[src/rtl/ifp_defines.svh]
// Register offsets, field positions, reset values and interrupt numbers
//
// Functional notes
// Sleep timer pending flag, bit 7, four
// Port 0 pending flag, bit 5, four
// Timer flags bits 4..1, cleared on vectoring
// DMA done pending flag, bit 0, four
// Watchdog pending flag, bit 4, five
// Port 1 pending flag, bit 3, five
// USART transmit flags, bits 2 and 1
// Port 2 pending flag, bit 0, five
// Sources split into six priority groups
// Group n level bits from bit n
// Level pair 00 lowest, 11 highest
// Same or lower level never preempts
// Equal levels resolved by fixed polling
// Fixed membership of sources in groups
// Fixed polling order over eighteen sources
// Software clears other flags by writing 0
`ifndef IFP_DEFINES_SVH
`define IFP_DEFINES_SVH

// ---------------------------------------------------------------
// Register map
// ---------------------------------------------------------------
`define IFP_OFS_PRIO_LOW   8'ha9
`define IFP_OFS_PRIO_HIGH  8'hb9
`define IFP_OFS_FLAGS_FOUR 8'hc0
`define IFP_OFS_FLAGS_FIVE 8'he8
`define IFP_RST_PRIO       8'h00
`define IFP_RST_FLAGS      8'h00
`define IFP_MASK_PRIO      8'h3f
`define IFP_MASK_FOUR      8'hbf
`define IFP_MASK_FIVE      8'h1f

// ---------------------------------------------------------------
// Field positions
// ---------------------------------------------------------------
`define IFP_B4_SLEEP 7
`define IFP_B4_PORT0 5
`define IFP_B4_T4    4
`define IFP_B4_T3    3
`define IFP_B4_T2    2
`define IFP_B4_T1    1
`define IFP_B4_DMA   0
`define IFP_B5_WDT   4
`define IFP_B5_PORT1 3
`define IFP_B5_UTX1  2
`define IFP_B5_UTX0  1
`define IFP_B5_PORT2 0

// ---------------------------------------------------------------
// Sizes and interrupt numbers
// ---------------------------------------------------------------
`define IFP_NUM_SRC 18
`define IFP_NUM_GRP 6
`define IFP_NUM_LVL 4
`define IFP_N_RADIO_TXRX_DONE_SOURCE 5'h00
`define IFP_N_ADC    5'h01
`define IFP_N_URX0   5'h02
`define IFP_N_URX1   5'h03
`define IFP_N_AES    5'h04
`define IFP_N_SLEEP  5'h05
`define IFP_N_P2     5'h06
`define IFP_N_UTX0   5'h07
`define IFP_N_DMA    5'h08
`define IFP_N_T1     5'h09
`define IFP_N_T2     5'h0a
`define IFP_N_T3     5'h0b
`define IFP_N_T4     5'h0c
`define IFP_N_P0     5'h0d
`define IFP_N_UTX1   5'h0e
`define IFP_N_P1     5'h0f
`define IFP_N_RF     5'h10
`define IFP_N_WDT    5'h11

`endif

[src/rtl/ifp_pkg.sv]
// Types shared by the interrupt flag and priority block
`include "ifp_defines.svh"
package ifp_pkg;
   typedef logic [1:0]              ifp_lvl_t;
   typedef logic [4:0]              ifp_num_t;
   typedef logic [2:0]              ifp_grp_t;
   typedef logic [`IFP_NUM_SRC-1:0] ifp_src_vec_t;
   typedef logic [`IFP_NUM_GRP-1:0] ifp_grp_vec_t;
   typedef logic [7:0]              ifp_byte_t;
endpackage

[src/rtl/ifp_flag_bit.sv]
// One pending flag: hardware set, software write, optional hardware clear
`timescale 1ns/1ns
module ifp_flag_bit (
   // Clock, reset, enable
   input  logic clk_sys_i,
   input  logic resetn_i,
   input  logic ce_i,
   // Flag controls
   input  logic set_i,
   input  logic wr_i,
   input  logic wdata_i,
   input  logic hw_clr_i,
   // Flag value
   output logic flag_o
);
   logic flag_reg;
   logic flag_next;

   // Set wins over any clear so an event in the clearing cycle is kept
   assign flag_next = set_i | (wr_i ? wdata_i : (flag_reg & ~hw_clr_i));

   // Flag store
   always_ff @(posedge clk_sys_i or negedge resetn_i) begin
      if (!resetn_i) begin
         flag_reg <= 1'b0;
      end else if (ce_i) begin
         flag_reg <= flag_next;
      end
   end

   assign flag_o = flag_reg;
endmodule

[src/rtl/ifp_arbiter.sv]
// Picks the highest level pending source, polling order breaks ties
`timescale 1ns/1ns
`include "ifp_defines.svh"
module ifp_arbiter
   import ifp_pkg::*;
(
   // Requests indexed by interrupt number
   input  ifp_src_vec_t pend_i,
   // Group level bits
   input  ifp_grp_vec_t lvl_low_i,
   input  ifp_grp_vec_t lvl_high_i,
   // Winner
   output logic         valid_o,
   output ifp_num_t     num_o,
   output ifp_lvl_t     lvl_o
);
   // Polling sequence, first entry wins among equal levels
   localparam ifp_num_t POLL_ORDER [`IFP_NUM_SRC] = '{
      `IFP_N_RADIO_TXRX_DONE_SOURCE, `IFP_N_RF, `IFP_N_DMA, `IFP_N_ADC, `IFP_N_T1, `IFP_N_URX0,
      `IFP_N_T2, `IFP_N_URX1, `IFP_N_T3, `IFP_N_AES, `IFP_N_T4, `IFP_N_SLEEP,
      `IFP_N_P0, `IFP_N_P2, `IFP_N_UTX0, `IFP_N_UTX1, `IFP_N_P1, `IFP_N_WDT};

   // Group of each source, indexed by interrupt number
   localparam ifp_grp_t GROUP_OF [`IFP_NUM_SRC] = '{
      3'h0, 3'h1, 3'h2, 3'h3, 3'h4, 3'h5, 3'h1, 3'h2, 3'h0,
      3'h1, 3'h2, 3'h3, 3'h4, 3'h5, 3'h3, 3'h4, 3'h0, 3'h5};

   ifp_lvl_t src_lvl [`IFP_NUM_SRC];

   // Level of each source from its group's bit pair
   for (genvar gi = 0; gi < `IFP_NUM_SRC; gi++) begin : g_lvl
      assign src_lvl[gi] = {lvl_high_i[GROUP_OF[gi]], lvl_low_i[GROUP_OF[gi]]};
   end

   // Strictly higher level replaces the winner, so earlier polls keep ties
   always_comb begin
      valid_o = 1'b0;
      num_o   = '0;
      lvl_o   = '0;
      for (int p = 0; p < `IFP_NUM_SRC; p++) begin
         if (pend_i[POLL_ORDER[p]] && (!valid_o || src_lvl[POLL_ORDER[p]] > lvl_o)) begin
            valid_o = 1'b1;
            num_o   = POLL_ORDER[p];
            lvl_o   = src_lvl[POLL_ORDER[p]];
         end
      end
   end
endmodule

[src/rtl/ifp_top.sv]
// Interrupt pending flags, group priorities and preemption control
`timescale 1ns/1ns
`include "ifp_defines.svh"
module ifp_top
   import ifp_pkg::*;
(
   // Clock, reset, enable
   input  logic      clk_sys_i,
   input  logic      resetn_i,
   input  logic      ce_i,
   // Register port
   input  ifp_byte_t addr_i,
   input  ifp_byte_t wdata_i,
   input  logic      wr_i,
   input  logic      rd_i,
   output ifp_byte_t rdata_o,
   // Event pulses for the flags held here
   input  logic      sleep_timer_evt_i,
   input  logic      port_zero_evt_i,
   input  logic      timer_four_evt_i,
   input  logic      timer_three_evt_i,
   input  logic      timer_two_evt_i,
   input  logic      timer_one_evt_i,
   input  logic      dma_done_evt_i,
   input  logic      watchdog_evt_i,
   input  logic      port_one_evt_i,
   input  logic      usart_one_tx_evt_i,
   input  logic      usart_zero_tx_evt_i,
   input  logic      port_two_evt_i,
   // Pending levels of flags kept elsewhere
   input  logic      radio_txrx_done_source_i,
   input  logic      radio_general_source_i,
   input  logic      adc_source_i,
   input  logic      usart_zero_rx_source_i,
   input  logic      usart_one_rx_source_i,
   input  logic      aes_source_i,
   // CPU side
   output logic      irq_o,
   output ifp_num_t  irq_num_o,
   output ifp_lvl_t  irq_lvl_o,
   input  logic      ack_i,
   input  logic      reti_i,
   output logic [`IFP_NUM_LVL-1:0] in_service_o
);
   // ---------------------------------------------------------------
   // Register decode
   // ---------------------------------------------------------------
   ifp_byte_t                prio_low_reg;
   ifp_byte_t                prio_high_reg;
   ifp_byte_t                rdata_reg;
   ifp_byte_t                flags_four;
   ifp_byte_t                flags_five;
   logic [`IFP_NUM_LVL-1:0]  in_service_reg;
   logic [`IFP_NUM_LVL-1:0]  in_service_next;
   logic                     irq_reg;
   ifp_num_t                 irq_num_reg;
   ifp_lvl_t                 irq_lvl_reg;
   logic                     ack_d_reg;

   // Address match per register
   wire sel_low  = (addr_i == `IFP_OFS_PRIO_LOW);
   wire sel_high = (addr_i == `IFP_OFS_PRIO_HIGH);
   wire sel_four = (addr_i == `IFP_OFS_FLAGS_FOUR);
   wire sel_five = (addr_i == `IFP_OFS_FLAGS_FIVE);
   wire wr_low   = wr_i & sel_low;
   wire wr_high  = wr_i & sel_high;
   wire wr_four  = wr_i & sel_four;
   wire wr_five  = wr_i & sel_five;

   // Unmapped addresses and unused bits read as zero
   wire ifp_byte_t rd_mux = sel_low  ? prio_low_reg  :
                            sel_high ? prio_high_reg :
                            sel_four ? flags_four    :
                            sel_five ? flags_five    : 8'h00;

   // ---------------------------------------------------------------
   // Pending flags
   // ---------------------------------------------------------------
   wire ack_take = ack_i & irq_o;

   // Hardware set terms, by bit position
   wire ifp_byte_t set_four = {sleep_timer_evt_i, 1'b0, port_zero_evt_i,
                               timer_four_evt_i, timer_three_evt_i,
                               timer_two_evt_i, timer_one_evt_i,
                               dma_done_evt_i};
   wire ifp_byte_t set_five = {3'b000, watchdog_evt_i, port_one_evt_i,
                               usart_one_tx_evt_i, usart_zero_tx_evt_i,
                               port_two_evt_i};

   // Only the timer flags clear themselves when the CPU vectors
   wire ifp_byte_t hwclr_four = {3'b000,
                                 ack_take && irq_num_reg == `IFP_N_T4,
                                 ack_take && irq_num_reg == `IFP_N_T3,
                                 ack_take && irq_num_reg == `IFP_N_T2,
                                 ack_take && irq_num_reg == `IFP_N_T1,
                                 1'b0};

   // Masked write data keeps unused bits at zero
   wire ifp_byte_t wdat_four = wdata_i & `IFP_MASK_FOUR;
   wire ifp_byte_t wdat_five = wdata_i & `IFP_MASK_FIVE;

   // One flag cell per bit of each flag register
   for (genvar gi = 0; gi < 8; gi++) begin : g_flag
      ifp_flag_bit u_four (
         .clk_sys_i (clk_sys_i),
         .resetn_i  (resetn_i),
         .ce_i      (ce_i),
         .set_i     (set_four[gi]),
         .wr_i      (wr_four),
         .wdata_i   (wdat_four[gi]),
         .hw_clr_i  (hwclr_four[gi]),
         .flag_o    (flags_four[gi])
      );
      ifp_flag_bit u_five (
         .clk_sys_i (clk_sys_i),
         .resetn_i  (resetn_i),
         .ce_i      (ce_i),
         .set_i     (set_five[gi]),
         .wr_i      (wr_five),
         .wdata_i   (wdat_five[gi]),
         .hw_clr_i  (1'b0),
         .flag_o    (flags_five[gi])
      );
   end

   // ---------------------------------------------------------------
   // Priority registers
   // ---------------------------------------------------------------
   // Six level pairs, one per group; top two bits never store
   always_ff @(posedge clk_sys_i or negedge resetn_i) begin
      if (!resetn_i) begin
         prio_low_reg  <= `IFP_RST_PRIO;
         prio_high_reg <= `IFP_RST_PRIO;
      end else if (ce_i) begin
         if (wr_low) begin
            prio_low_reg <= wdata_i & `IFP_MASK_PRIO;
         end
         if (wr_high) begin
            prio_high_reg <= wdata_i & `IFP_MASK_PRIO;
         end
      end
   end

   // ---------------------------------------------------------------
   // Arbitration
   // ---------------------------------------------------------------
   ifp_src_vec_t pend;
   logic         arb_valid;
   ifp_num_t     arb_num;
   ifp_lvl_t     arb_lvl;

   // Requests placed at their interrupt numbers
   assign pend[`IFP_N_RADIO_TXRX_DONE_SOURCE] = radio_txrx_done_source_i;
   assign pend[`IFP_N_ADC]    = adc_source_i;
   assign pend[`IFP_N_URX0]   = usart_zero_rx_source_i;
   assign pend[`IFP_N_URX1]   = usart_one_rx_source_i;
   assign pend[`IFP_N_AES]    = aes_source_i;
   assign pend[`IFP_N_SLEEP]  = flags_four[`IFP_B4_SLEEP];
   assign pend[`IFP_N_P2]     = flags_five[`IFP_B5_PORT2];
   assign pend[`IFP_N_UTX0]   = flags_five[`IFP_B5_UTX0];
   assign pend[`IFP_N_DMA]    = flags_four[`IFP_B4_DMA];
   assign pend[`IFP_N_T1]     = flags_four[`IFP_B4_T1];
   assign pend[`IFP_N_T2]     = flags_four[`IFP_B4_T2];
   assign pend[`IFP_N_T3]     = flags_four[`IFP_B4_T3];
   assign pend[`IFP_N_T4]     = flags_four[`IFP_B4_T4];
   assign pend[`IFP_N_P0]     = flags_four[`IFP_B4_PORT0];
   assign pend[`IFP_N_UTX1]   = flags_five[`IFP_B5_UTX1];
   assign pend[`IFP_N_P1]     = flags_five[`IFP_B5_PORT1];
   assign pend[`IFP_N_RF]     = radio_general_source_i;
   assign pend[`IFP_N_WDT]    = flags_five[`IFP_B5_WDT];

   ifp_arbiter u_arb (
      .pend_i     (pend),
      .lvl_low_i  (prio_low_reg[`IFP_NUM_GRP-1:0]),
      .lvl_high_i (prio_high_reg[`IFP_NUM_GRP-1:0]),
      .valid_o    (arb_valid),
      .num_o      (arb_num),
      .lvl_o      (arb_lvl)
   );

   // ---------------------------------------------------------------
   // Preemption and service tracking
   // ---------------------------------------------------------------
   // Highest level now in service
   wire in_any = |in_service_reg;
   wire ifp_lvl_t active_lvl = in_service_reg[3] ? 2'h3 :
                               in_service_reg[2] ? 2'h2 :
                               in_service_reg[1] ? 2'h1 : 2'h0;

   // Only a strictly higher level may interrupt a running routine
   wire preempt_ok = arb_valid && (!in_any || arb_lvl > active_lvl);

   // Return drops the innermost level, vectoring adds the taken one
   wire [`IFP_NUM_LVL-1:0] top_onehot = 4'h1 << active_lvl;
   wire [`IFP_NUM_LVL-1:0] lvl_onehot = 4'h1 << irq_lvl_reg;
   assign in_service_next = (in_service_reg & ~((reti_i && in_any) ? top_onehot : 4'h0))
                          | (ack_take ? lvl_onehot : 4'h0);

   // Winner is registered; the ack echo hides the one stale cycle
   always_ff @(posedge clk_sys_i or negedge resetn_i) begin
      if (!resetn_i) begin
         irq_reg        <= 1'b0;
         irq_num_reg    <= '0;
         irq_lvl_reg    <= '0;
         ack_d_reg      <= 1'b0;
         in_service_reg <= '0;
      end else if (ce_i) begin
         irq_reg        <= preempt_ok;
         irq_num_reg    <= arb_num;
         irq_lvl_reg    <= arb_lvl;
         ack_d_reg      <= ack_take;
         in_service_reg <= in_service_next;
      end
   end

   // Read data stands only in the cycle after the strobe
   always_ff @(posedge clk_sys_i or negedge resetn_i) begin
      if (!resetn_i) begin
         rdata_reg <= 8'h00;
      end else if (ce_i) begin
         rdata_reg <= rd_i ? rd_mux : 8'h00;
      end
   end

   assign rdata_o      = rdata_reg;
   assign irq_o        = irq_reg & ~ack_d_reg;
   assign irq_num_o    = irq_num_reg;
   assign irq_lvl_o    = irq_lvl_reg;
   assign in_service_o = in_service_reg;
endmodule

[config.mk]
export PLATFORM = sky130hd
export DESIGN_NAME = ifp_top
export DESIGN_NICKNAME = d
export VERILOG_FILES = /design/src/rtl/ifp_pkg.sv /design/src/rtl/ifp_flag_bit.sv /design/src/rtl/ifp_arbiter.sv /design/src/rtl/ifp_top.sv
export VERILOG_INCLUDE_DIRS = /design/src /design/src/rtl
export SDC_FILE = /design/constraint.sdc
export NUM_CORES = 1
export LEC_CHECK = 0
export BUFFER_PORTS_ARGS = -buffer_cell sky130_fd_sc_hd__buf_2
export CAP_MARGIN = 20
export CORE_UTILIZATION = 40
export DETAILED_ROUTE_END_ITERATION = 6
export SLEW_MARGIN = 20
export SYNTH_ARGS = -nofsm -noshare
export SYNTH_HDL_FRONTEND = slang
export SYNTH_HIERARCHICAL = 1
export SYNTH_SLANG_ARGS = --single-unit
[constraint.sdc]
create_clock -name clk_sys_i -period 21.1 [get_ports clk_sys_i]
set_input_delay 2.11 -clock clk_sys_i [delete_from_list [all_inputs] [get_ports clk_sys_i]]
set_output_delay 2.11 -clock clk_sys_i [all_outputs]
set_load 0.03 [all_outputs]
==> metrics <==
DIE AREA 0.0101 sq mm; H-tree level count 2; area leader, netlist dfrtp_1; Max VDD drop 65.0 uV; first-pass GRT wire length 17,600 um; Std-Cell Rows 35; Core Region 0.00933 sq mm; root buffer cell clkbuf_8; # DRC 0; vias post-DR 3,758; Non-Filler Instances 667; Hold Crit Class reg2reg; element type at the critical path start input port; placed insts 655; worst-margin pin slew 811 ps; Yosys Warn Count 6; Seq cells post-synth 49; Filler cells 909; share of the synthesized area in the top cell type 31.7%; nets@finish 599; Area growth, synth to finish 22.8%; die width 100 um; Syn Std Cell Area 0.00387 sq mm; required time of the critical path 21,280 ps; Final Hold Viols 0; outcome finished clean; commonest non-fill, non-tap cell in the layout buf_2; crit end category flip-flop; overall routing resource usage 22.2%; pwr dens 87.4 mW/mm^2; post-synthesis sequential area ratio 31.7%; CTS tree yes; RSZ-0062 raised after global routing false; CTS max path bufs 2; most frequent cells in the layout buf_2 (59), dfrtp_1 (49), o21ai_0 (40); chip height 100 um; period utilization 93.8%; Period minus WS final 19,800 ps; post-route cell area 0.00475 sq mm; Clock Sinks 49; Vias/cell 5.63; Worst EP arrival 19,970 ps; final wirelength 10,900 um; top_reg_cell synth dfrtp_1; largest stage delay on the critical path 440 ps; largest net degree at the start of global routing 50; Pre-antenna DRT Iters 6; Ant. Diodes 0; crit-path max FO 6; EDFF count, synth 0; slew margin rel. 44.5%; endpoints failing setup 0; worst skew pair latency 300 ps; Starting Density 41.5%; max-cap violations 0; initial drt markers 164; Clock Skew 7.92 ps; Post-DP HPWL 8250 um; total CTS buffers 5; Hold Buf Count CTS 0; FMAX 0.0505 GHz; final global-route overflow total 0; ys async rst share 100%; Synth area leaders dfrtp_1 (32%), ha_1 (6.8%), o21ai_0 (5.4%); I/O Pins 61; Crit Path Category in2reg; pins over their slew limit 0; synthesized instance count 426; CTS clk-pin slew, worst paths 90 ps; cell leakage power 2.28 nW; setup TNS 0 ps; antenna viol nets, final 0; # port buffers 59; WL/cell 16.4 um; vias in the first global route 3,616; routability cong. 0.886; initial antenna violation count 0; Netlist cell types 75; dpl cell area 0.00457 sq mm; layout cells sized above 1 28.3%; CP max stage cell or3b_2; syn_area_per_cell 9.08 sq um; Most Frequent Cell on Critical Path ha_1
-- worst max-delay path: cells and delay by family --
kind                     cells  cell delay (ps)
buffers and inverters        6              720
AND/OR/NAND/NOR             29             3790
AO/OA/AOI/OAI               44             7450
adder cells (fa/ha/maj)     18             4990
multiplexers                 3              910
-- per-stage QoR --
stage	power [mW]	hold slack, ps	worst slack, ps	util (%)
after global routing	0.447	530	5.60	50.9
after floorplan	0.267	456	1170	-
after CTS	0.405	500	384	50.0
after detailed placement	0.346	469	184	49.0
after global placement	0.340	474	580	49.0
final	0.415	501	1300	50.9
-- cells by family (layout without fill, tap and decap cells) --
group                    Yosys count  count (layout)  share of synthesized area [%]
multiplexers                      26              26                           8.12
buffers and inverters             32             125                           3.69
AO/OA/AOI/OAI                    171             171                           31.7
flip-flops                        49              49                           31.7
adder cells (fa/ha/maj)           23              23                           7.31
AND/OR/NAND/NOR                  124             124                           17.4
other                              1              20                         0.0969
-- synth_stat cells (3+ instances only) --
| library cell | count |
|---|---|
| o21ai_0 | 42 |
| mux2i_1 | 4 |
| and2_1 | 5 |
| nand2b_1 | 8 |
| ha_1 | 21 |
| nor2b_1 | 5 |
| o21ai_1 | 4 |
| a22oi_1 | 8 |
| a21boi_0 | 3 |
| dfrtp_1 | 49 |
| nand3_1 | 7 |
| nor3_1 | 5 |
| mux2_2 | 15 |
| a211oi_1 | 7 |
| a31oi_1 | 6 |
| inv_1 | 24 |
| clkbuf_1 | 4 |
| nand2_1 | 30 |
| a21o_1 | 23 |
| a22o_1 | 18 |
| a222oi_1 | 6 |
| nor4b_1 | 3 |
| or2_2 | 4 |
| a21oi_1 | 19 |
| buf_6 | 3 |
| mux2_4 | 7 |
| nor2_1 | 34 |
-- layer usage --
| metal | vias up | wire (um) | global-route usage (%) |
|---|---|---|---|
| met1 | 1822 | 5140 | 29.9 |
| met5 | - | 0 | 0 |
| li1 | 1844 | - | - |
| met3 | 11 | 379 | 1.74 |
| met4 | 0 | 141 | 4.79 |
| met2 | 81 | 5290 | 38.8 |
-- path summary, 6_finish.rpt --
path / start / end / slack (ps) / cells after the start
setup / recovery: radio_txrx_done_source_i / irq_reg / 1300 / 100
hold / removal: rdata_o[7] / rdata_o[7] / 500 / 1
setup reg to reg: g_flag[0].u_four/flag_o / irq_reg / 2760 / 99
hold reg to reg: rdata_o[7] / rdata_o[7] / 500 / 1
max in group asynchronous: resetn_i / rdata_o[2] / 18760 / 2
min in group asynchronous: resetn_i / irq_num_o[4] / 1890 / 2
-- area by class of cell --
cell class	count	area [sq um]	area share (%)
Clock buffer	6	82.6	1.74
Inverter	25	93.8	1.98
Clock inverter	2	13.8	0.290
Timing Repair Buffer	92	543	11.4
Sequential cell	49	1230	25.8
Tap cell	129	161	3.40
Multi-Input combinational cell	364	2630	55.4
-- power breakdown --
group	internal, mW	switching (mW)	leakage, nW
clock network	0.0266	0.0322	0.0512
registers	0.108	0.0181	0.617
logic	0.114	0.117	1.62
total	0.248	0.167	2.28
-- timing repair --
action,CTS,global route
endpoints found under the setup margin,0,8
endpoints found under the hold margin,0,0
gates resized for setup,0,18
setup buffers,0,4
No activity file was read; power rests on OpenSTA's default activity.
